## src/rtl/bsl_pkg.sv

```systemverilog
// Package of constants and types for the board status indicator block.
package bsl_pkg;
   localparam int unsigned BSL_CLK_HZ = 125000000;
   localparam int unsigned BSL_BEAT_MS = 500;
   localparam int unsigned BSL_BEAT_CYC = BSL_CLK_HZ / 1000 * BSL_BEAT_MS;
   localparam int unsigned BSL_ROT_MS = 125;
   localparam int unsigned BSL_ROT_CYC = BSL_CLK_HZ / 1000 * BSL_ROT_MS;
   localparam int unsigned BSL_NCH = 4;
   localparam logic [7:0] BSL_CODE_NONE = 8'h00;
   localparam logic [7:0] BSL_CODE_FLAGS = 8'h01;
   localparam logic [7:0] BSL_CODE_CPU_LAST = 8'h1A;
   localparam logic [7:0] BSL_CODE_MEM = 8'hC0;
   localparam logic [7:0] BSL_CODE_WDOG = 8'hC2;
   localparam logic [7:0] BSL_CODE_BUS = 8'hC4;
   localparam logic [7:0] BSL_CODE_PER_FIRST = 8'h81;
   localparam logic [7:0] BSL_CODE_PER_LAST = 8'h8F;
   localparam logic [7:0] BSL_ROT_INIT = 8'h01;
   localparam logic [7:0] BSL_PAT_HIZ = 8'h00;
   localparam logic [7:0] BSL_PAT_RS232 = 8'h22;
   localparam logic [7:0] BSL_PAT_V35 = 8'hEE;
   localparam logic [7:0] BSL_PAT_RS422 = 8'h44;
   localparam logic [7:0] BSL_PAT_RS485 = 8'h05;
   localparam int unsigned BSL_BIT_BEAT = 0;
   localparam int unsigned BSL_BIT_CMD = 1;
   localparam int unsigned BSL_BIT_IRQ = 2;
   localparam int unsigned BSL_BIT_ARX = 3;
   localparam int unsigned BSL_BIT_ATX = 4;
   localparam int unsigned BSL_BIT_SRX = 5;
   localparam int unsigned BSL_BIT_STX = 6;
   localparam int unsigned BSL_BIT_RXERR = 7;

   typedef enum logic [2:0] {
      BSL_IF_HIZ = 3'b000,
      BSL_IF_RS232 = 3'b001,
      BSL_IF_V35 = 3'b010,
      BSL_IF_RS422 = 3'b011,
      BSL_IF_RS485 = 3'b100
   } bsl_if_t;

   typedef enum logic [1:0] {
      BSL_ST_TEST = 2'b00,
      BSL_ST_HALT = 2'b01,
      BSL_ST_ROTATE = 2'b10,
      BSL_ST_RUN = 2'b11
   } bsl_state_t;

   // Per-channel activity carried as one bundle.
   typedef struct packed {
      logic async_rx;
      logic async_tx;
      logic sync_rx;
      logic sync_tx;
      logic rx_error;
   } bsl_chan_act_t;

   // Self-test report from the on-board test sequencer.
   typedef struct packed {
      logic running;
      logic fail;
      logic done;
      logic [7:0] code;
   } bsl_test_t;
endpackage : bsl_pkg

```

## src/rtl/bsl_indicator.sv

```systemverilog
// Board diagnostic and per-channel interface indicator driver.
`timescale 1ns/1ns
// Function
// - Reset puts every channel in high impedance.
// - Show running test code, bit0 on indicator0.
// - On failure halt, keep failing code shown.
// - After pass, rotate one lit indicator.
// - Driver loaded: stop rotation, heartbeat toggles.
// - Run phase: command busy indicator lit.
// - Run phase: unacknowledged interrupt indicator lit.
// - Async rx/tx lit for any channel.
// - Sync rx/tx lit for any channel.
// - Receive error lit for any channel error.
// - Codes 01h..1Ah processor checks; 01h flags.
// - Memory C0h, watchdog C2h, bus C4h.
// - Peripheral codes 81h through 8Fh.
// - Interface selection encodes eight channel indicators.
// - One bit lights, zero bit darkens.
// - Channels dark until driver started.
module bsl_indicator
   import bsl_pkg::*;
#(
   parameter int unsigned NCH = BSL_NCH,
   parameter int unsigned BEAT_CYC = BSL_BEAT_CYC,
   parameter int unsigned ROT_CYC = BSL_ROT_CYC
) (
   // Clock and reset.
   input wire logic i_clk,
   input wire logic i_rstn,
   // Self-test sequencer report.
   input wire bsl_test_t i_test,
   // Host driver and run status.
   input wire logic i_driver_up,
   input wire logic i_cmd_busy,
   input wire logic i_irq_pending,
   // Channel activity and interface selection.
   input wire bsl_chan_act_t [NCH-1:0] i_chan_act,
   input wire bsl_if_t [NCH-1:0] i_chan_if,
   // Indicator outputs.
   output logic [7:0] o_diag_led,
   output logic [NCH-1:0][7:0] o_chan_led,
   output logic [NCH-1:0] o_chan_hiz
);
   bsl_state_t state_r;
   bsl_state_t state_nxt;
   logic [7:0] diag_r;
   logic [7:0] diag_nxt;
   logic [7:0] rot_r;
   logic [7:0] rot_nxt;
   logic beat_r;
   logic beat_nxt;
   logic [31:0] pre_r;
   logic [31:0] pre_nxt;
   logic [31:0] limit;
   logic pre_tick;
   logic [NCH-1:0][7:0] chan_r;
   logic [NCH-1:0][7:0] chan_nxt;
   logic [NCH-1:0] hiz_r;
   logic [NCH-1:0] hiz_nxt;
   bsl_chan_act_t any_act;
   logic [7:0] status;
   logic enter_rot;
   logic enter_run;

   // Activity is ORed over channels so one busy port is enough to light a lamp.
   always_comb begin
      any_act = '0;
      for (int i = 0; i < NCH; i++) begin
         any_act = any_act | i_chan_act[i];
      end
   end

   // Run-phase status lamps, heartbeat bit filled in later.
   always_comb begin
      status = '0;
      status[BSL_BIT_CMD] = i_cmd_busy;
      status[BSL_BIT_IRQ] = i_irq_pending;
      status[BSL_BIT_ARX] = any_act.async_rx;
      status[BSL_BIT_ATX] = any_act.async_tx;
      status[BSL_BIT_SRX] = any_act.sync_rx;
      status[BSL_BIT_STX] = any_act.sync_tx;
      status[BSL_BIT_RXERR] = any_act.rx_error;
   end

   // Phase sequencer.
   always_comb begin
      state_nxt = state_r;
      enter_rot = 1'b0;
      enter_run = 1'b0;
      case (state_r)
         BSL_ST_TEST: begin
            if (i_test.fail) begin
               state_nxt = BSL_ST_HALT;
            end else if (i_test.done) begin
               state_nxt = BSL_ST_ROTATE;
               enter_rot = 1'b1;
            end
         end
         BSL_ST_HALT: begin
            // Only a reset leaves a halted self-test.
            state_nxt = BSL_ST_HALT;
         end
         BSL_ST_ROTATE: begin
            if (i_driver_up) begin
               state_nxt = BSL_ST_RUN;
               enter_run = 1'b1;
            end
         end
         BSL_ST_RUN: begin
            state_nxt = BSL_ST_RUN;
         end
         default: begin
            state_nxt = BSL_ST_TEST;
         end
      endcase
   end

   always_ff @(posedge i_clk or negedge i_rstn) begin
      if (!i_rstn) begin
         state_r <= BSL_ST_TEST;
      end else begin
         state_r <= state_nxt;
      end
   end

   // One prescaler serves both phases, since rotation and heartbeat never overlap.
   always_comb begin
      limit = (state_r == BSL_ST_RUN) ? BEAT_CYC : ROT_CYC;
      pre_tick = (pre_r >= limit - 32'h1);
      pre_nxt = pre_r;
      if (enter_rot || enter_run) begin
         pre_nxt = 32'h0;
      end else if ((state_r == BSL_ST_ROTATE) || (state_r == BSL_ST_RUN)) begin
         if (pre_tick) begin
            pre_nxt = 32'h0;
         end else begin
            pre_nxt = pre_r + 32'h1;
         end
      end
   end

   always_ff @(posedge i_clk or negedge i_rstn) begin
      if (!i_rstn) begin
         pre_r <= 32'h0;
      end else begin
         pre_r <= pre_nxt;
      end
   end

   // Rotation pattern.
   always_comb begin
      rot_nxt = rot_r;
      if (enter_rot) begin
         rot_nxt = BSL_ROT_INIT;
      end else if ((state_r == BSL_ST_ROTATE) && !enter_run && pre_tick) begin
         rot_nxt = {rot_r[6:0], rot_r[7]};
      end
   end

   always_ff @(posedge i_clk or negedge i_rstn) begin
      if (!i_rstn) begin
         rot_r <= BSL_ROT_INIT;
      end else begin
         rot_r <= rot_nxt;
      end
   end

   // Heartbeat starts lit so the run phase is visible at once.
   always_comb begin
      beat_nxt = beat_r;
      if (enter_run) begin
         beat_nxt = 1'b1;
      end else if ((state_r == BSL_ST_RUN) && pre_tick) begin
         beat_nxt = ~beat_r;
      end
   end

   always_ff @(posedge i_clk or negedge i_rstn) begin
      if (!i_rstn) begin
         beat_r <= 1'b0;
      end else begin
         beat_r <= beat_nxt;
      end
   end

   // Diagnostic lamps.
   always_comb begin
      diag_nxt = diag_r;
      case (state_r)
         BSL_ST_TEST: begin
            // Codes are passed through as given; the sequencer owns their meaning.
            if (i_test.running) begin
               diag_nxt = i_test.code;
            end
            if (i_test.fail) begin
               diag_nxt = i_test.code;
            end else if (enter_rot) begin
               diag_nxt = BSL_ROT_INIT;
            end
         end
         BSL_ST_HALT: begin
            diag_nxt = diag_r;
         end
         BSL_ST_ROTATE: begin
            if (!enter_run) begin
               diag_nxt = rot_nxt;
            end
         end
         BSL_ST_RUN: begin
            diag_nxt = status;
            diag_nxt[BSL_BIT_BEAT] = beat_nxt;
         end
         default: begin
            diag_nxt = diag_r;
         end
      endcase
   end

   always_ff @(posedge i_clk or negedge i_rstn) begin
      if (!i_rstn) begin
         diag_r <= BSL_CODE_NONE;
      end else begin
         diag_r <= diag_nxt;
      end
   end

   // Per-channel interface lamps; held dark and in high impedance until the driver runs.
   for (genvar c = 0; c < NCH; c++) begin : g_chan
      always_comb begin
         chan_nxt[c] = BSL_PAT_HIZ;
         hiz_nxt[c] = 1'b1;
         if (state_r == BSL_ST_RUN) begin
            case (i_chan_if[c])
               BSL_IF_RS232: begin
                  chan_nxt[c] = BSL_PAT_RS232;
               end
               BSL_IF_V35: begin
                  chan_nxt[c] = BSL_PAT_V35;
               end
               BSL_IF_RS422: begin
                  chan_nxt[c] = BSL_PAT_RS422;
               end
               BSL_IF_RS485: begin
                  chan_nxt[c] = BSL_PAT_RS485;
               end
               default: begin
                  chan_nxt[c] = BSL_PAT_HIZ;
               end
            endcase
            // Unknown selections fall back to high impedance as well as dark lamps.
            hiz_nxt[c] = (chan_nxt[c] == BSL_PAT_HIZ);
         end
      end
      always_ff @(posedge i_clk or negedge i_rstn) begin
         if (!i_rstn) begin
            chan_r[c] <= BSL_PAT_HIZ;
            hiz_r[c] <= 1'b1;
         end else begin
            chan_r[c] <= chan_nxt[c];
            hiz_r[c] <= hiz_nxt[c];
         end
      end
   end

   assign o_diag_led = diag_r;
   assign o_chan_led = chan_r;
   assign o_chan_hiz = hiz_r;
endmodule : bsl_indicator

```

## config.mk

```make
export PLATFORM = sky130hd
export DESIGN_NAME = bsl_indicator
export DESIGN_NICKNAME = d
export VERILOG_FILES = /design/src/rtl/bsl_pkg.sv /design/src/rtl/bsl_indicator.sv
export SDC_FILE = /design/constraint.sdc
export NUM_CORES = 1
export LEC_CHECK = 0
export BUFFER_PORTS_ARGS = -buffer_cell sky130_fd_sc_hd__buf_2
export CELL_PAD_IN_SITES_DETAIL_PLACEMENT = 0
export CELL_PAD_IN_SITES_GLOBAL_PLACEMENT = 1
export CORE_ASPECT_RATIO = 0.6
export CORE_MARGIN = 3
export CORE_UTILIZATION = 37
export DETAILED_ROUTE_END_ITERATION = 10
export PLACE_DENSITY_LB_ADDON = 0.1
export SETUP_SLACK_MARGIN = 0.02
export SYNTH_ARGS = -nofsm -noshare
export SYNTH_HDL_FRONTEND = slang
export SYNTH_SLANG_ARGS = --single-unit
```

## constraint.sdc

```tcl
create_clock -name i_clk -period 3.04 [get_ports i_clk]
set_input_delay 0 -clock i_clk [delete_from_list [all_inputs] [get_ports i_clk]]
set_output_delay 0 -clock i_clk [all_outputs]
set_load 0.01 [all_outputs]
```

==> results.md <==
- CP Buf/Inv Count: 2
- M1 WL: 5510 um
- Max-cap viol count: 0
- Final setup violation count: 0
- Post-synth top flop: dfrtp_1
- Synth top area share: 0.423
- Top Metal Used: met4
- RSZ-0062 raised after global routing: false
- Number of global-route vias before repair: 3504
- Sequential share of power: 0.433
- CTS tree: built
- Synth cell types: 63
- Clk slew on worst S/H paths: 0.06 ns
- CTS Sinks: 75
- Fin nets: 591
- Final Hold Viols: 0
- Outcome: finished clean
- Synth Area per Inst: 9.62 um^2
- Net Sw Power: 0.818 mW
- Total Power: 2.68 mW
- WL final: 10800 um
- Sum Neg Setup Slack: 0 ns
- DP Area: 0.00470 mm^2
- Xor and xnor fraction of the mapped netlist area: 0.0212
- Count of final max-slew check failures: 0
- Initial antenna violation count: 0
- Dpl cells: 641
- Total CTS buffers: 9
- ANT nets after route: 0
- Length of routed met3 wiring: 602 um
- CP peak stage delay: 0.42 ns
- CP cell instances: and2_4 > inv_6 > ha_1 > nand3_1 > a211oi_2 > a2111oi_4 > nand2_2 > or3_1 > buf_4 > or3_1 > o21ai_0
- Die area: 0.0125 mm^2
- Post-synthesis sequential area ratio: 0.455
- GRT overflow: 0
- Syn-to-layout area delta: 25.6%
- Leading area contributor after synthesis: dfrtp_1
- Power per cell area: 516 mW/mm^2
- Setup crit end kind: flip-flop
- FMAX: 0.352 GHz
- Max clock buf depth: 2
- Pin count of the biggest net entering global routing: 76
- Final instance area: 0.00520 mm^2
- Number of flops mapped to enable cells by yosys: 0
- Critical path depth: 11
- Port Buffer Count: 87
- Slowest cell on the critical path: or3_1
- Wire length on met2: 4590 um
- Seq cells post-synth: 75
- Switching Fraction: 0.305
- Max rail drop VDD: 0.248 mV
- Largest family of logic cells by synthesized area: simple AND/OR/NAND/NOR gates
- GRT Total Usage: 0.179
- Rows: 29
- Share of cells above drive strength 1: 0.276
- First-pass GRT wire length: 17700 um
- R2r setup slk: 0.20 ns
- Clk pwr share: 0.384
- Gpl congestion: 0.796
- DR pass1 iterations: 4
- Critical Path AT: 3.09 ns
- Final Cycle Share: 0.935
- H-tree levels: 3
- Initial Utilization: 0.385
- Critical path startpoint category: flip-flop
- Initial DRC count: 142
- CP delay by family, top: simple AND/OR/NAND/NOR gates
- Proportion of synthesized area in mux cells: 0.0169
- Synth warn: 0
- Post-synth ARST share: 1.00
- Largest cells by area after synthesis: dfrtp_1 (42%), a31oi_1 (3.2%), dfstp_2 (3.2%), nor2_1 (3.1%), nand2_1 (2.9%)
- Reg2Reg Depth: 11
- Required time worst endpoint: 3.29 ns
- Number of cells on the worst hold path: 3
- I/O pin count: 92
- Pint: 1.86 mW
- Die Wd: 143 um
- WL per Instance: 16.0 um
- Post-DP HPWL: 7620 um
- Drt drc: 0
- Inserted Diodes: 0
- Root buffer cell: clkbuf_16
- Die Y: 87.9 um
- Final core occ: 0.484
- Non-filler cells, final: 678
- Fraction of the mapped netlist area in adder cells: 0.0272
- Relative slew margins: 0.285
- Mapped Cells: 430
- Crit path kind: flip-flop to flip-flop
- Crit Path Max Fanout: 16
- Hold WC Path Type: input pin to flip-flop
- Routed via count: 3615
- Vias per std cell: 5.33
- Final min period: 2.84 ns
- Combinational fraction of design power: 0.183
- Leakage: 2.51 nW
- Most used cell, CP: or3_1
- Clock Latency Late Sink: 0.34 ns
- Synth Area in Compound Gates: 0.194
- Mapped cell area: 0.00414 mm^2
- Clk_skew: 0.0129 ns
- Slew of the pin with the lowest slew margin: 1.07 ns
- Synth Area in Simple Gates: 0.225
- Core Region: 0.0107 mm^2
==> worst reg2reg max path, stage by stage, from the launching register on <==
cell	delay [ns]
dfrtp_1	0.38
and2_4	0.18
inv_6	0.13
ha_1	0.30
nand3_1	0.15
a211oi_2	0.06
a2111oi_4	0.39
nand2_2	0.17
or3_1	0.42
buf_4	0.17
or3_1	0.33
o21ai_0	0.08
==> layout make-up <==
class / instances / area, um^2
Fill cell: 1030 / 5540
Multi-Input combinational cell: 314 / 2030
Sequential cell: 75 / 1880
Timing Repair Buffer: 125 / 783
Clock buffer: 9 / 225
Tap cell: 139 / 174
Clock inverter: 7 / 57.6
Inverter: 9 / 38.8
==> sequential cells by signal (all words and copies together), names as in the netlist <==
name and cells:
o_diag_led 8, state_r 2, pre_r 32, o_chan_hiz 4, beat_r 1, rot_r 8
o_chan_led 20
==> placed cells by master (no fill, tap or decap), types with 9 or more instances in the layout <==
cell and count:
clkbuf_16 9, o21ai_0 18, nand2_1 31, a31oi_1 21, nor2_1 34, dlygate4sd3_1 19, nor4_1 11, nor3_1 11
a21oi_1 19, and3_1 13, buf_2 86, ha_1 9, buf_4 19, dfrtp_1 70, and2_1 12, nand3_1 15
==> routing by layer <==
metal | vias to the layer above | global-route usage
met3 | 19 | 0.0442
met4 | 0 | 0.0466
li1 | 1781 | -
met2 | 106 | 0.260
met1 | 1709 | 0.266
met5 | - | 0
==> path summary, 6_finish.rpt <==
| kind | from | end |
|---|---|---|
| worst max-delay path | state_r[0]$_DFFE_PN0P_ | pre_r[25]$_DFFE_PN0P_ |
| max in group asynchronous | i_rstn | rot_r[6]$_DFF_PN0_ |
| worst max register to register | state_r[0]$_DFFE_PN0P_ | pre_r[25]$_DFFE_PN0P_ |
| min in group asynchronous | i_rstn | pre_r[2]$_DFFE_PN0P_ |
| worst min-delay path | i_test[3] | o_diag_led[3]$_DFFE_PN0P_ |
| worst min register to register | pre_r[28]$_DFFE_PN0P_ | pre_r[28]$_DFFE_PN0P_ |
==> cell families after synthesis <==
kind of cell | count (synthesis)
AOI/OAI and AO/OA | 112
xor gates and xnor gates | 10
adders and majority gates | 9
buffers and inverters | 44
DFF | 75
muxes | 7
other | 1
and+or+nand+nor | 172
==> per-stage QoR <==
stage | worst slack (ns) | hold slack (ns)
6_report | 0.198 | 0.0121
5_1_grt | 0.0317 | 0.0188
4_1_cts | 0.0645 | 0.00141
3_5_place_dp | 0.0784 | 0.195
3_3_place_gp | 0.184 | 0.199
2_1_floorplan | 0.117 | -0.296
==> Yosys cell counts (11+ instances only) <==
cell type  instances
buf_4             14
a21oi_1           19
nor3_1            11
nand3_1           15
nand2_1           32
nor4_1            11
dfrtp_1           70
a31oi_1           21
and3_1            13
o21ai_0           18
nor2_1            34
and2_1            12
==> power groups by stage <==
stage	registers (mW)	logic, mW	clock network, mW
6_report	1.16	0.490	1.03
5_1_grt	1.18	0.555	1.11
4_1_cts	1.16	0.496	1.06
3_5_place_dp	1.18	0.476	0
3_3_place_gp	1.17	0.471	0
2_1_floorplan	1.18	0.288	0
==> repair_timing <==
item / 4_1_cts / 5_1_grt
setup endpoints to repair: 0 / 12
hold endpoints to repair: 90 / 0
gates resized for setup: 0 / 3
hold buffers: 19 / 0
buffers inserted: 0 / 2
Note: power is estimated with default switching activity, not from simulation.
